File: src/rtl/tcrb_regs.svh
// Register offsets, field positions, reset values and timing constants of the register bank
`ifndef TCRB_REGS_SVH
`define TCRB_REGS_SVH
`define TCRB_OFS_SYS        8'h00
`define TCRB_OFS_HEAT_I     8'h01
`define TCRB_OFS_COOL_I     8'h02
`define TCRB_OFS_HEAT_V     8'h03
`define TCRB_OFS_COOL_V     8'h04
`define TCRB_OFS_MOSFET     8'h05
`define TCRB_OFS_ADDR       8'h06
`define TCRB_OFS_CURRENT_MONITOR       8'h07
`define TCRB_OFS_VMON       8'h08
`define TCRB_OFS_STATUS     8'h09
`define TCRB_OFS_ID         8'h0A
`define TCRB_RST_SYS        8'h11
`define TCRB_RST_HEAT_I     8'hA6
`define TCRB_RST_COOL_I     8'hA6
`define TCRB_RST_HEAT_V     8'hDC
`define TCRB_RST_COOL_V     8'h9C
`define TCRB_RST_MOSFET     8'hA5
`define TCRB_RST_ADDR       8'hC0
`define TCRB_MSK_SYS        8'h1F
`define TCRB_MSK_CUR        8'hBF
`define TCRB_MSK_HEAT_V     8'hFF
`define TCRB_MSK_COOL_V     8'hBF
`define TCRB_MSK_MOSFET     8'hFF
`define TCRB_MSK_ADDR       8'hFE
`define TCRB_BIT_ON         0
`define TCRB_BIT_REFRESH    1
`define TCRB_BIT_DIS        4
`define TCRB_BIT_GUARD      7
`define TCRB_BIT_OVP        6
`define TCRB_CUR_STEP_MA    16'd39
`define TCRB_CUR_MAX_CODE   6'h33
`define TCRB_VOLT_STEP_DMV  16'd976
`define TCRB_VOLT_MAX_CODE  6'h38
`define TCRB_LIN_BASE_DA    5'd12
`define TCRB_LIN_STEP_DA    5'd3
`define TCRB_SW_BASE_DA     6'd25
`define TCRB_SW_STEP_DA     6'd5
`define TCRB_DIS_LONG_MS    70
`define TCRB_DIS_SHORT_MS   35
`define TCRB_CLK_KHZ        100000
// Arbitrary neutral identification values
`define TCRB_VENDOR_CODE    4'hA
`define TCRB_VERSION_CODE   4'h5
`endif

File: src/rtl/tcrb_pkg.sv
// Types shared by the register bank modules
package tcrb_pkg;
	typedef enum logic [8:0] {
		BUS_IDLE  = 9'h001,
		BUS_ADDR  = 9'h002,
		BUS_AACK  = 9'h004,
		BUS_REG   = 9'h008,
		BUS_RACKW = 9'h010,
		BUS_WDATA = 9'h020,
		BUS_WACK  = 9'h040,
		BUS_RDATA = 9'h080,
		BUS_MACK  = 9'h100
	} tcrb_bus_state_t;
	typedef enum logic [2:0] {
		PWR_OFF   = 3'h1,
		PWR_DISCH = 3'h2,
		PWR_RUN   = 3'h4
	} tcrb_pwr_state_t;
endpackage : tcrb_pkg

File: src/rtl/tcrb_line_sampler.sv
// Bus line sampler giving clock edges and start and stop conditions
module tcrb_line_sampler
(
	input  wire logic clk,
	input  wire logic sys_rst,
	input  wire logic scl_i,
	input  wire logic sda_i,
	output logic      sda_now,
	output logic      scl_rise,
	output logic      scl_fall,
	output logic      start_det,
	output logic      stop_det
);
	logic scl_q;
	logic sda_q;
	logic scl_p_q;
	logic sda_p_q;

	always_ff @(posedge clk)
	begin
		if (sys_rst)
		begin
			scl_q   <= 1'b1;
			sda_q   <= 1'b1;
			scl_p_q <= 1'b1;
			sda_p_q <= 1'b1;
		end
		else
		begin
			scl_q   <= scl_i;
			sda_q   <= sda_i;
			scl_p_q <= scl_q;
			sda_p_q <= sda_q;
		end
	end

	assign sda_now   = sda_q;
	assign scl_rise  = scl_q & ~scl_p_q;
	assign scl_fall  = ~scl_q & scl_p_q;
	assign start_det = scl_q & scl_p_q & sda_p_q & ~sda_q;
	assign stop_det  = scl_q & scl_p_q & ~sda_p_q & sda_q;
endmodule : tcrb_line_sampler

File: src/rtl/tcrb_limit_decode.sv
// Six-bit limit code to linear limit value, with reserved-code flag
`include "tcrb_regs.svh"
module tcrb_limit_decode
#(
	parameter logic [15:0] STEP     = `TCRB_CUR_STEP_MA,
	parameter logic [5:0]  MAX_CODE = `TCRB_CUR_MAX_CODE
)
(
	input  wire logic [5:0]  code,
	output logic      [15:0] value,
	output logic             reserved
);
	logic [15:0] steps;

	assign steps    = {10'h000, code} + 16'h0001;
	assign value    = steps * STEP;
	assign reserved = code > MAX_CODE;
endmodule : tcrb_limit_decode

File: src/rtl/tcrb_controller_regs.sv
// Register bank of the cooler controller with its two-wire slave port
`include "tcrb_regs.svh"
module tcrb_controller_regs
	import tcrb_pkg::*;
#(
	parameter int unsigned DIS_LONG_CYC  = `TCRB_DIS_LONG_MS * `TCRB_CLK_KHZ,
	parameter int unsigned DIS_SHORT_CYC = `TCRB_DIS_SHORT_MS * `TCRB_CLK_KHZ
)
(
	input  wire logic        clk,
	input  wire logic        sys_rst,
	input  wire logic        scl_i,
	input  wire logic        sda_i,
	output logic             sda_o,
	output logic             sda_oe_n,
	input  wire logic [55:0] fuse_image,
	input  wire logic [7:0]  adc_current,
	input  wire logic [7:0]  adc_voltage,
	input  wire logic [1:0]  operating_mode,
	input  wire logic        voltage_limit_hit,
	input  wire logic        current_limit_hit,
	input  wire logic        power_stage_active,
	input  wire logic        overtemp_event,
	input  wire logic        thermal_warning,
	input  wire logic [3:0]  mosfet_trip,
	output logic             power_stage_en,
	output logic             discharge_active,
	output logic             stage_running,
	output logic      [3:0]  soft_start_scale,
	output logic             heat_current_guard_en,
	output logic             cool_current_guard_en,
	output logic             heat_voltage_guard_en,
	output logic             cool_voltage_guard_en,
	output logic             input_overvoltage_guard_en,
	output logic      [15:0] heat_current_limit_ma,
	output logic      [15:0] cool_current_limit_ma,
	output logic      [15:0] heat_voltage_limit_dmv,
	output logic      [15:0] cool_voltage_limit_dmv,
	output logic      [3:0]  limit_code_reserved,
	output logic      [4:0]  linear_high_side_limit,
	output logic      [4:0]  linear_low_side_limit,
	output logic      [5:0]  switcher_high_side_limit,
	output logic      [5:0]  switcher_low_side_limit,
	output logic             hiccup_active
);
	// Limits in tenths of an ampere
	function automatic logic [4:0] lin_limit(input logic [1:0] code);
		lin_limit = `TCRB_LIN_BASE_DA + 5'(code * `TCRB_LIN_STEP_DA);
	endfunction : lin_limit

	function automatic logic [5:0] sw_limit(input logic [1:0] code);
		sw_limit = `TCRB_SW_BASE_DA + 6'(code * `TCRB_SW_STEP_DA);
	endfunction : sw_limit

	logic [7:0]      sys_q;
	logic [7:0]      heat_i_q;
	logic [7:0]      cool_i_q;
	logic [7:0]      heat_v_q;
	logic [7:0]      cool_v_q;
	logic [7:0]      mosfet_q;
	logic [7:0]      addr_q;
	logic [7:0]      current_monitor_q;
	logic [7:0]      vmon_q;
	logic [7:0]      status_q;
	logic            ot_latch_q;
	logic            fuse_load_q;
	tcrb_bus_state_t bus_q;
	tcrb_bus_state_t bus_d;
	logic [3:0]      bit_cnt_q;
	logic [7:0]      shift_q;
	logic [7:0]      ptr_q;
	logic            drive_q;
	tcrb_pwr_state_t pwr_q;
	logic [22:0]     dis_cnt_q;
	logic            sda_now;
	logic            scl_rise;
	logic            scl_fall;
	logic            start_det;
	logic            stop_det;
	logic            byte_done;
	logic            addr_match;
	logic            wr_fire;
	logic [7:0]      rd_byte;
	logic [7:0]      status_live;
	logic [7:0]      sys_wr;
	logic [5:0]      lim_code [4];
	logic [15:0]     lim_val [4];
	logic [3:0]      lim_rsv;
	logic [22:0]     dis_len;

	tcrb_line_sampler u_sampler
	(
		.clk       (clk),
		.sys_rst   (sys_rst),
		.scl_i     (scl_i),
		.sda_i     (sda_i),
		.sda_now   (sda_now),
		.scl_rise  (scl_rise),
		.scl_fall  (scl_fall),
		.start_det (start_det),
		.stop_det  (stop_det)
	);

	assign lim_code[0] = heat_i_q[5:0];
	assign lim_code[1] = cool_i_q[5:0];
	assign lim_code[2] = heat_v_q[5:0];
	assign lim_code[3] = cool_v_q[5:0];

	for (genvar g = 0; g < 4; g++)
	begin : g_lim
		tcrb_limit_decode
		#(
			.STEP     (g < 2 ? `TCRB_CUR_STEP_MA : `TCRB_VOLT_STEP_DMV),
			.MAX_CODE (g < 2 ? `TCRB_CUR_MAX_CODE : `TCRB_VOLT_MAX_CODE)
		)
		u_dec
		(
			.code     (lim_code[g]),
			.value    (lim_val[g]),
			.reserved (lim_rsv[g])
		);
	end

	assign byte_done  = scl_fall && (bit_cnt_q == 4'h8);
	assign addr_match = shift_q[7:1] == addr_q[7:1];
	assign wr_fire    = (bus_q == BUS_WDATA) && byte_done;
	assign sys_wr     = shift_q & `TCRB_MSK_SYS;
	assign status_live = {operating_mode, voltage_limit_hit, current_limit_hit,
		power_stage_active, 1'b0, ot_latch_q, thermal_warning};
	assign dis_len    = sys_q[`TCRB_BIT_DIS] ? 23'(DIS_SHORT_CYC - 1)
		: 23'(DIS_LONG_CYC - 1);

	always_comb
	begin
		unique case (ptr_q)
			`TCRB_OFS_SYS:    rd_byte = sys_q;
			`TCRB_OFS_HEAT_I: rd_byte = heat_i_q;
			`TCRB_OFS_COOL_I: rd_byte = cool_i_q;
			`TCRB_OFS_HEAT_V: rd_byte = heat_v_q;
			`TCRB_OFS_COOL_V: rd_byte = cool_v_q;
			`TCRB_OFS_MOSFET: rd_byte = mosfet_q;
			`TCRB_OFS_ADDR:   rd_byte = addr_q;
			`TCRB_OFS_CURRENT_MONITOR:   rd_byte = current_monitor_q;
			`TCRB_OFS_VMON:   rd_byte = vmon_q;
			`TCRB_OFS_STATUS: rd_byte = status_q;
			`TCRB_OFS_ID:     rd_byte = {`TCRB_VENDOR_CODE, `TCRB_VERSION_CODE};
			default:          rd_byte = 8'h00;
		endcase
	end

	// Slave byte engine; sequence
	always_comb
	begin
		bus_d = bus_q;
		unique case (bus_q)
			BUS_IDLE:  bus_d = BUS_IDLE;
			BUS_ADDR:  if (byte_done) bus_d = addr_match ? BUS_AACK : BUS_IDLE;
			BUS_AACK:  if (scl_fall) bus_d = shift_q[0] ? BUS_RDATA : BUS_REG;
			BUS_REG:   if (byte_done) bus_d = BUS_RACKW;
			BUS_RACKW: if (scl_fall) bus_d = BUS_WDATA;
			BUS_WDATA: if (byte_done) bus_d = BUS_WACK;
			BUS_WACK:  if (scl_fall) bus_d = BUS_WDATA;
			BUS_RDATA: if (byte_done) bus_d = BUS_MACK;
			BUS_MACK:
			begin
				if (scl_rise && sda_now)
					bus_d = BUS_IDLE;
				else if (scl_fall)
					bus_d = BUS_RDATA;
			end
			default:   bus_d = BUS_IDLE;
		endcase
		if (stop_det)
			bus_d = BUS_IDLE;
		if (start_det)
			bus_d = BUS_ADDR;
	end

	always_ff @(posedge clk)
	begin
		if (sys_rst)
		begin
			bus_q     <= BUS_IDLE;
			bit_cnt_q <= 4'h0;
			shift_q   <= 8'h00;
			ptr_q     <= 8'h00;
			drive_q   <= 1'b0;
		end
		else
		begin
			bus_q <= bus_d;
			if (start_det || (bus_d != bus_q))
				bit_cnt_q <= 4'h0;
			else if (scl_rise)
				bit_cnt_q <= bit_cnt_q + 4'h1;
			if (scl_rise && (bus_q inside {BUS_ADDR, BUS_REG, BUS_WDATA}))
				shift_q <= {shift_q[6:0], sda_now};
			else if (bus_d == BUS_RDATA && bus_q != BUS_RDATA)
				shift_q <= rd_byte;
			else if (scl_fall && bus_q == BUS_RDATA)
				shift_q <= {shift_q[6:0], 1'b0};
			if (bus_q == BUS_REG && byte_done)
				ptr_q <= shift_q;
			else if (wr_fire || (bus_q == BUS_MACK && scl_fall))
				ptr_q <= ptr_q + 8'h01;
			if (bus_d inside {BUS_AACK, BUS_RACKW, BUS_WACK})
				drive_q <= 1'b1;
			else if (bus_d == BUS_RDATA && bus_q != BUS_RDATA)
				drive_q <= ~rd_byte[7];
			else if (bus_d == BUS_RDATA && scl_fall)
				drive_q <= ~shift_q[6];
			else if (bus_d != BUS_RDATA)
				drive_q <= 1'b0;
		end
	end

	// Register file; fuse image loaded one cycle after reset release
	always_ff @(posedge clk)
	begin
		if (sys_rst)
		begin
			sys_q       <= `TCRB_RST_SYS;
			heat_i_q    <= `TCRB_RST_HEAT_I;
			cool_i_q    <= `TCRB_RST_COOL_I;
			heat_v_q    <= `TCRB_RST_HEAT_V;
			cool_v_q    <= `TCRB_RST_COOL_V;
			mosfet_q    <= `TCRB_RST_MOSFET;
			addr_q      <= `TCRB_RST_ADDR;
			fuse_load_q <= 1'b1;
		end
		else if (fuse_load_q)
		begin
			sys_q       <= fuse_image[7:0] & `TCRB_MSK_SYS & 8'hFD;
			heat_i_q    <= fuse_image[15:8] & `TCRB_MSK_CUR;
			cool_i_q    <= fuse_image[23:16] & `TCRB_MSK_CUR;
			heat_v_q    <= fuse_image[31:24] & `TCRB_MSK_HEAT_V;
			cool_v_q    <= fuse_image[39:32] & `TCRB_MSK_COOL_V;
			mosfet_q    <= fuse_image[47:40] & `TCRB_MSK_MOSFET;
			addr_q      <= fuse_image[55:48] & `TCRB_MSK_ADDR;
			fuse_load_q <= 1'b0;
		end
		else if (wr_fire)
		begin
			unique case (ptr_q)
				`TCRB_OFS_SYS:    sys_q    <= sys_wr;
				`TCRB_OFS_HEAT_I: heat_i_q <= shift_q & `TCRB_MSK_CUR;
				`TCRB_OFS_COOL_I: cool_i_q <= shift_q & `TCRB_MSK_CUR;
				`TCRB_OFS_HEAT_V: heat_v_q <= shift_q & `TCRB_MSK_HEAT_V;
				`TCRB_OFS_COOL_V: cool_v_q <= shift_q & `TCRB_MSK_COOL_V;
				`TCRB_OFS_MOSFET: mosfet_q <= shift_q & `TCRB_MSK_MOSFET;
				default:          ;
			endcase
		end
		else if (sys_q[`TCRB_BIT_REFRESH])
			sys_q[`TCRB_BIT_REFRESH] <= 1'b0;
	end

	// Status snapshot only on refresh, so software sees one coherent byte
	always_ff @(posedge clk)
	begin
		if (sys_rst)
		begin
			status_q   <= 8'h00;
			ot_latch_q <= 1'b0;
			current_monitor_q     <= 8'h80;
			vmon_q     <= 8'h80;
		end
		else
		begin
			ot_latch_q <= ot_latch_q | overtemp_event;
			current_monitor_q     <= adc_current;
			vmon_q     <= adc_voltage;
			if (sys_q[`TCRB_BIT_REFRESH])
				status_q <= status_live;
		end
	end

	// Power sequencing: discharge before each start-up
	always_ff @(posedge clk)
	begin
		if (sys_rst)
		begin
			pwr_q     <= PWR_OFF;
			dis_cnt_q <= 23'h000000;
		end
		else if (!sys_q[`TCRB_BIT_ON] || fuse_load_q)
			pwr_q <= PWR_OFF;
		else
		begin
			unique case (pwr_q)
				PWR_OFF:
				begin
					pwr_q     <= PWR_DISCH;
					dis_cnt_q <= dis_len;
				end
				PWR_DISCH:
				begin
					if (dis_cnt_q == 23'h000000)
						pwr_q <= PWR_RUN;
					else
						dis_cnt_q <= dis_cnt_q - 23'h000001;
				end
				PWR_RUN:   pwr_q <= PWR_RUN;
			endcase
		end
	end

	always_ff @(posedge clk)
	begin
		if (sys_rst)
		begin
			sda_o                      <= 1'b0;
			sda_oe_n                   <= 1'b1;
			power_stage_en             <= 1'b0;
			discharge_active           <= 1'b0;
			stage_running              <= 1'b0;
			soft_start_scale           <= 4'h1;
			heat_current_guard_en      <= 1'b0;
			cool_current_guard_en      <= 1'b0;
			heat_voltage_guard_en      <= 1'b0;
			cool_voltage_guard_en      <= 1'b0;
			input_overvoltage_guard_en <= 1'b1;
			heat_current_limit_ma      <= 16'h0000;
			cool_current_limit_ma      <= 16'h0000;
			heat_voltage_limit_dmv     <= 16'h0000;
			cool_voltage_limit_dmv     <= 16'h0000;
			limit_code_reserved        <= 4'h0;
			linear_high_side_limit     <= 5'h00;
			linear_low_side_limit      <= 5'h00;
			switcher_high_side_limit   <= 6'h00;
			switcher_low_side_limit    <= 6'h00;
			hiccup_active              <= 1'b0;
		end
		else
		begin
			sda_oe_n                   <= ~drive_q;
			power_stage_en             <= sys_q[`TCRB_BIT_ON];
			discharge_active           <= pwr_q == PWR_DISCH;
			stage_running              <= pwr_q == PWR_RUN;
			soft_start_scale           <= 4'h1 << sys_q[3:2];
			heat_current_guard_en      <= heat_i_q[`TCRB_BIT_GUARD];
			cool_current_guard_en      <= cool_i_q[`TCRB_BIT_GUARD];
			heat_voltage_guard_en      <= heat_v_q[`TCRB_BIT_GUARD];
			cool_voltage_guard_en      <= cool_v_q[`TCRB_BIT_GUARD];
			input_overvoltage_guard_en <= heat_v_q[`TCRB_BIT_OVP];
			heat_current_limit_ma      <= lim_val[0];
			cool_current_limit_ma      <= lim_val[1];
			heat_voltage_limit_dmv     <= lim_val[2];
			cool_voltage_limit_dmv     <= lim_val[3];
			limit_code_reserved        <= lim_rsv;
			linear_high_side_limit     <= lin_limit(mosfet_q[7:6]);
			linear_low_side_limit      <= lin_limit(mosfet_q[5:4]);
			switcher_high_side_limit   <= sw_limit(mosfet_q[3:2]);
			switcher_low_side_limit    <= sw_limit(mosfet_q[1:0]);
			hiccup_active              <= |mosfet_trip;
		end
	end
endmodule : tcrb_controller_regs

File: config.mk
export PLATFORM = sky130hd
export DESIGN_NAME = tcrb_controller_regs
export DESIGN_NICKNAME = d
export VERILOG_FILES = /design/src/rtl/tcrb_pkg.sv /design/src/rtl/tcrb_line_sampler.sv /design/src/rtl/tcrb_limit_decode.sv /design/src/rtl/tcrb_controller_regs.sv
export VERILOG_INCLUDE_DIRS = /design/src /design/src/rtl
export SDC_FILE = /design/constraint.sdc
export NUM_CORES = 1
export LEC_CHECK = 0
export BUFFER_PORTS_ARGS = -buffer_cell sky130_fd_sc_hd__buf_4
export CAP_MARGIN = 20
export CORE_UTILIZATION = 30
export DETAILED_ROUTE_END_ITERATION = 10
export PLACE_DENSITY = 0.47
export SLEW_MARGIN = 20
export SYNTH_ARGS = -nofsm -noshare
export SYNTH_HDL_FRONTEND = slang
export SYNTH_SLANG_ARGS = --single-unit
File: constraint.sdc
create_clock -name clk -period 13.3 [get_ports clk]
set_clock_uncertainty 0.1 [all_clocks]
set_input_delay 1.995 -clock clk [delete_from_list [all_inputs] [get_ports clk]]
set_output_delay 1.995 -clock clk [all_outputs]
set_load 0.01 [all_outputs]
==> summary.md, run 1 <==
| Metric | Value |
|---|---|
| Via count | 10,500 |
| Post-synth top area share | around 34% |
| Clock Tree Buf Depth | 3 |
| Post-CTS sizing | 0 |
| TritonCTS clock tree | built |
| Final period demand of the worst path | 4620 ps |
| CTS root buffer | clkbuf_16 |
| GP Congestion | 0.852 |
| Critical Path RT | between 10,000 and 15,000 ps |
| Status | complete, no violations |
| Ant. Diodes | 0 |
| Synthesized cell area | ~0.013 mm2 |
| CP startpoint kind | flop |
| Synth top cells by count | dfxtp_1 (224), nor2_1 (150), inv_1 (132) |
| Layout cells sized above 1 | between 15 and 20% |
| CTS Buf Count | 29 |
| R2R depth | 14 |
| Global route overflow | 0 |
| First-pass GRT wire length | around 59,000 um |
| Initial antenna violation count | 0 |
| Final WS setup | ~8700 ps |
| Post-synth EDFFs | 0 |
| Fill count | roughly 4,500 |
| Most used cell, CP | fa_1 |
| GR peak layer | met2 |
| Worst-path clk slew | ~60 ps |
| Ys Warns | 0 |
| Reg-to-Reg Start | heat_v_q[0] |
| Seq/Total Area, Yosys | between 30% and 40% |
| TritonRoute pass-1 iters | 5 |
| Routed WL | between 30,000 and 40,000 um |
| Worst path max stage delay | about 550 ps |
| Setup crit start | heat_v_q[0] |
| GRT met1 Usage | approximately a quarter |
| Slew Limit Headroom | 31.3% |
| Ys async rst share | 0% |
| Syn Inst Count | 1,470 |
| Vias per cell | 4.79 |
| Number of global-route vias before repair | 10,400 |
| GR Layer Usage met2 | ~26% |
| Layout area overhead | 19.5% |
| Worst setup path endpoint | heat_voltage_limit_dmv[15] |
| Die span in y | 213 um |
| Maxcap violations | 0 |
| DR WL/cell | about 17 um |
| Fmax | ~0.22 GHz |
| H-tree depth | 1 |
| ANT nets after route | 0 |
| Critical-path cell list | ha_1, xor2_1, fa_1, fa_1, inv_1, fa_1, inv_1, ha_1, a21oi_1, nor2b_1, o21a_1, o41a_1, xnor2_1, nor2_1 |
| Max FO, Critical Path | 9 |
| Clock Latency Late Sink | 560 ps |
| Peak supply drop | a little over 80 uV |
| Synth area leaders | dfxtp_1 (34%), ha_1 (10%), fa_1 (6.6%) |
| Nets | around 1,800 |
| Netlist cell types | 74 |
| Hold-fix buffers, CTS | 0 |
| Multi-input logic area | ~0.008 mm2 |
| DR iter-0 viols | 702 |
| Top_reg_cell synth | dfxtp_1 |
| Mean Syn Cell Area | a little over 9 um2 |
| Met3 GRT Util | under 10% |
| Leakage | roughly 7 nW |
| I/O Pins | around 190 |
| Dpl ws | between 8000 and 9000 ps |
| Port Buf Inserts | ~170 |
| TNS Setup | 0 ps |
| Crit path kind | flop to flop |
| Worst min path class | flop to flop |
| # rows | 76 |
| Count leader, synth | dfxtp_1 |
| Seq cells post-synth | about 220 |
| Fin crit share | a little over a third |
| Worst R2R End | heat_voltage_limit_dmv[15] |
| Yosys top cell by area | dfxtp_1 |
| Slew Viols, Final | 0 |
| Final Hold Viols | 0 |
| Core ar. | 0.0435 mm2 |
| Largest net degree at the start of global routing | 88 |
| Critical path endpoint category | flop |
| WP data arrival | just under 5000 ps |
| Starting Density | 30.7% |
| Post-CTS setup buffers | 0 |
| Total Routing Usage GR | roughly 17% |
| RSZ-0062 raised after global routing | no |
| Final setup violation count | 0 |
| Sequential Area | approximately 0.0045 mm2 |
| Post-DP HPWL | between 20,000 and 30,000 um |
| Slew @ Worst Pin | between 1000 and 1500 ps |
| Die Wd | 213 um |
| CP max stage cell | dfxtp_1 |
| DRC errors left | 0 |
| CTS sink cnt | between 200 and 250 |
| R2R Setup Slk | approximately 8700 ps |
| Cell Pwr Density | 138 mW/mm2 |
| Die Area | 0.0453 mm2 |
## kinds of logic after synthesis
group,share of synthesized area [%]
flops,33.6
compound gates,12.0
xor+xnor,4.53
other cells,0.0281
fa+ha+maj,16.6
buf+inv,6.89
mux,7.55
simple gates,18.7
## power breakdown
part / internal [mW] / switching (mW)
registers: 0.743 / 0.0412
logic: 0.317 / 0.331
clock network: 0.466 / 0.304
total: 1.53 / 0.677
## per-stage QoR
stage / hold slack, ps / std cells / util [%] / power (mW) / area (um2)
floorplan: 271 / 1484 / - / 1.26 / 13400
global placement: 361 / 2150 / 34.5 / 1.45 / 15000
detailed placement: 366 / 2150 / 34.5 / 1.46 / 15000
CTS: 378 / 2202 / 36.7 / 2.24 / 15900
global route: 386 / 2202 / 36.7 / 2.37 / 15900
finish: 367 / 2202 / 36.7 / 2.20 / 15900
## critical path, delay by kind of cell, from the launching register on
family | cells | cell delay [ps]
buffers and inverters | 2 | 90
AOI/OAI and AO/OA | 3 | 730
and+or+nand+nor | 2 | 130
xor gates and xnor gates | 2 | 690
DFF | 1 | 550
adders and majority gates | 5 | 2170
## routing by layer
metal / part of all wire [%] / up-vias / wire length, um
li1: - / 5236 / -
met1: 49 / 5005 / 18200
met2: 43 / 245 / 16100
met3: 5.4 / 54 / 2020
met4: 2.4 / 0 / 892
met5: 0 / - / 0
## worst min-delay path by stage
stage,start,endpoint,cells after the start
2_1_floorplan,drive_q,sda_oe_n,1
3_3_place_gp,dis_cnt_q[11],dis_cnt_q[11],2
3_5_place_dp,ot_latch_q,ot_latch_q,2
4_1_cts,dis_cnt_q[6],dis_cnt_q[6],2
5_1_grt,drive_q,sda_oe_n,1
6_report,drive_q,sda_oe_n,1
## cells in the final DEF (no fill, tap or decap), types with 15 or more instances in the layout
cell type / n
nor2b_1: 66
buf_4: 172
o21ai_0: 45
a21oi_1: 66
fa_1: 44
clkbuf_16: 29
conb_1: 15
nor2_1: 150
nand2b_1: 30
mux2i_1: 68
nor3_1: 32
nand2_1: 64
inv_1: 132
a22oi_1: 15
xnor2_1: 38
dfxtp_1: 223
nand3_1: 26
ha_1: 107
xor2_1: 31
mux2_2: 29
## layout make-up
type	instances	area share (%)
multi-input cells	1036	50.1
flip-flops and latches	224	28.2
repair buffers	173	8.17
clock buffers	41	5.15
well taps	585	4.59
inverters	132	3.11
clock inverters	11	0.738
## sequential cells by signal, indices dropped and copies added, names as in the netlist, 5 cells and up
name and flops:
dis_cnt_q 23, cool_current_limit_ma 13, heat_current_limit_ma 13, cool_voltage_limit_dmv 12
heat_voltage_limit_dmv 12, bus_q 9, current_monitor_q 8, heat_v_q 8
mosfet_q 8, ptr_q 8, shift_q 8, vmon_q 8
addr_q 7, cool_i_q 7, cool_v_q 7, heat_i_q 7
status_q 7, switcher_high_side_limit 6, switcher_low_side_limit 6, linear_high_side_limit 5
linear_low_side_limit 5, sys_q 5
(Power assumes the default switching activity.)
==> inputs of run 2 (changes only) <==
==> constraint.sdc (replaced) <==
create_clock -name clk -period 4.5 [get_ports clk]
set_clock_uncertainty 0.1 [all_clocks]
set_input_delay 0.675 -clock clk [delete_from_list [all_inputs] [get_ports clk]]
set_output_delay 0.675 -clock clk [all_outputs]
set_load 0.01 [all_outputs]
==> summary.md, run 2 (synthesis results as in run 1) <==
| Metric | Value |
|---|---|
| GP Congestion | 0.843 (was 0.852) |
| WP data arrival | 4560 ps (was 4930 ps) |
| Vias per cell | 4.73 (was 4.79) |
| Clock Tree Buf Depth | 3 (unchanged) |
| Final Hold Viols | 0 (unchanged) |
| Slew Limit Headroom | 39.7% (was 31.3%) |
| Net switching power | 2.04 mW (was 0.677 mW) |
| Post-DP HPWL | 28,000 um (was 27,800 um) |
| Hold-fix buffers, CTS | 0 (unchanged) |
| CP startpoint kind | flop (unchanged) |
| Register share of total power | 34.8% (was 35.6%) |
| Via count | 10,500 (about the same) |
| TritonCTS clock tree | built (unchanged) |
| Worst hold margin | 200 ps (was 367 ps) |
| Nets | 1,858 (was 1,834) |
| DR WL/cell | 16.9 um (about the same) |
| Maxcap violations | 0 (unchanged) |
| Worst-path clk slew | 60 ps (about the same) |
| Top reg by flops | dis_cnt_q (unchanged) |
| Critical path endpoint category | flop (unchanged) |
| Port Buf Inserts | 168 (unchanged) |
| Most frequent cells in the layout | dfxtp_1 (221), buf_4 (196), nor2_1 (150) (was dfxtp_1 (223), buf_4 (172), nor2_1 (150)) |
| Worst min path class | input port to flop (was flop to flop) |
| Worst hold stages | 2 (was 1) |
| Commonest non-fill, non-tap cell in the layout | dfxtp_1 (unchanged) |
| CTS sink cnt | 224 (unchanged) |
| Layout area overhead | 21.7% (was 19.5%) |
| Global route overflow | 0 (unchanged) |
| Biggest registers after layout | dis_cnt_q: 23 flops, cool_current_limit_ma: 13 flops, heat_current_limit_ma: 13 flops (unchanged) |
| Core ar. | 0.0435 mm2 (unchanged) |
| Total Routing Usage GR | 16.6% (about the same) |
| Largest net degree at the start of global routing | 81 (was 88) |
| Clock Latency Late Sink | 560 ps (about the same) |
| R2R depth | 16 (was 14) |
| Starting Density | 30.7% (unchanged) |
| Met2 Routed Length | 16,300 um (was 16,100 um) |
| Fmax | 0.236 GHz (was 0.217 GHz) |
| Cell Pwr Density | 410 mW/mm2 (was 138 mW/mm2) |
| Layout cells sized above 1 | 19.7% (was 17.6%) |
| Cells after DPL | 2,174 (was 2,150) |
| Fin crit share | 94.2% (was 34.7%) |
| Status | complete, no violations (unchanged) |
| Top layer in use | met4 (unchanged) |
| Ant. Diodes | 0 (unchanged) |
| Slew @ Worst Pin | 903 ps (was 1030 ps) |
| RSZ-0062 raised after global routing | yes (was no) |
| Critical Path RT | 4820 ps (was 13,610 ps) |
| Final core occ | 37.4% (was 36.7%) |
| H-tree depth | 1 (unchanged) |
| Largest register FFs | 23 (unchanged) |
| Die Area | 0.0453 mm2 (unchanged) |
| TritonRoute pass-1 iters | 5 (unchanged) |
| CTS root buffer | clkbuf_16 (unchanged) |
| Final setup violation count | 0 (unchanged) |
| Leakage | 7.07 nW (was 6.90 nW) |
| Post-CTS setup buffers | 0 (unchanged) |
| Clock Power Share | 36.0% (was 35.0%) |
| Post-CTS sizing | 0 (unchanged) |
| Int Pwr | 4.61 mW (was 1.53 mW) |
| Die span in y | 213 um (unchanged) |
| First-pass GRT wire length | 58,700 um (was 58,600 um) |
| # rows | 76 (unchanged) |
| Slew Viols, Final | 0 (unchanged) |
| Die Wd | 213 um (unchanged) |
| Max FO, Critical Path | 4 (was 9) |
| DR iter-0 viols | 618 (was 702) |
| Final period demand of the worst path | 4240 ps (was 4620 ps) |
| Final cell count without fillers | 2,224 (was 2,202) |
| Sw frac | 30.7% (about the same) |
| Met3 wire len | 2150 um (was 2020 um) |
| Routed WL | 37,600 um (was 37,200 um) |
| Combinational share of power | 29.2% (was 29.4%) |
| I/O Pins | 192 (unchanged) |
| Peak supply drop | 247 uV (was 82.5 uV) |
| M1 wire length | 18,400 um (was 18,200 um) |
| ANT nets after route | 0 (unchanged) |
| Crit path kind | flop to flop (unchanged) |
| Number of global-route vias before repair | 10,400 (about the same) |
| Initial antenna violation count | 0 (unchanged) |
| DRC errors left | 0 (unchanged) |
| CTS Buf Count | 29 (unchanged) |
-- run 2: power groups by stage --
stage          registers, mW  clock network, mW  logic, mW
2_1_floorplan           2.39                  0       1.33
3_3_place_gp            2.36                  0       1.96
3_5_place_dp            2.36                  0       1.96
4_1_cts                 2.32               2.47       1.98
5_1_grt                 2.34               2.55       2.24
6_report                2.31               2.40       1.95
-- run 2: final timing paths --
path,from,endpoint,slack [ps]
max,cool_v_q[1],cool_voltage_limit_dmv[14],260
min,scl_i,u_sampler.scl_q,200
max reg2reg,cool_v_q[1],cool_voltage_limit_dmv[14],260
min reg2reg,drive_q,sda_oe_n,360
-- run 2: layout make-up --
type                    count  area, um2
clock inverters            14        164
repair buffers            197       1480
clock buffers              36        823
fillers                  4489      27200
well taps                 585        732
flip-flops and latches    224       4490
inverters                 132        495
multi-input cells        1036       8040
-- run 2: stage by stage --
stage / area (um2) / power [mW] / TNS, ps / setup WS [ps]
after floorplan: 13400 / 3.72 / 0 / 291
after global placement: 15200 / 4.32 / 0 / 143
after detailed placement: 15200 / 4.32 / 0 / 78.4
after CTS: 16200 / 6.77 / 0 / 81.2
after global routing: 16200 / 7.13 / -44.8 / -44.8
final: 16200 / 6.66 / 0 / 262
-- run 2: worst max-delay path, cell delays in order (launching register included) --
cell and delay [ps]:
dfxtp_1 410, buf_4 160, inv_1 60, ha_1 380
fa_1 530, fa_1 540, inv_1 50, fa_1 520
inv_1 40, ha_1 320, nor2b_1 150, o21ai_0 150
nand2b_1 100, a21o_1 180, a21oi_1 170, xor2_1 170
nor2_1 50
-- run 2: metal layers --
layer / global-route usage, % / up-vias
met3: 2.97 / 43
met5: 0 / -
met1: 23.9 / 4945
li1: - / 5277
met4: 3.55 / 0
met2: 25.7 / 250
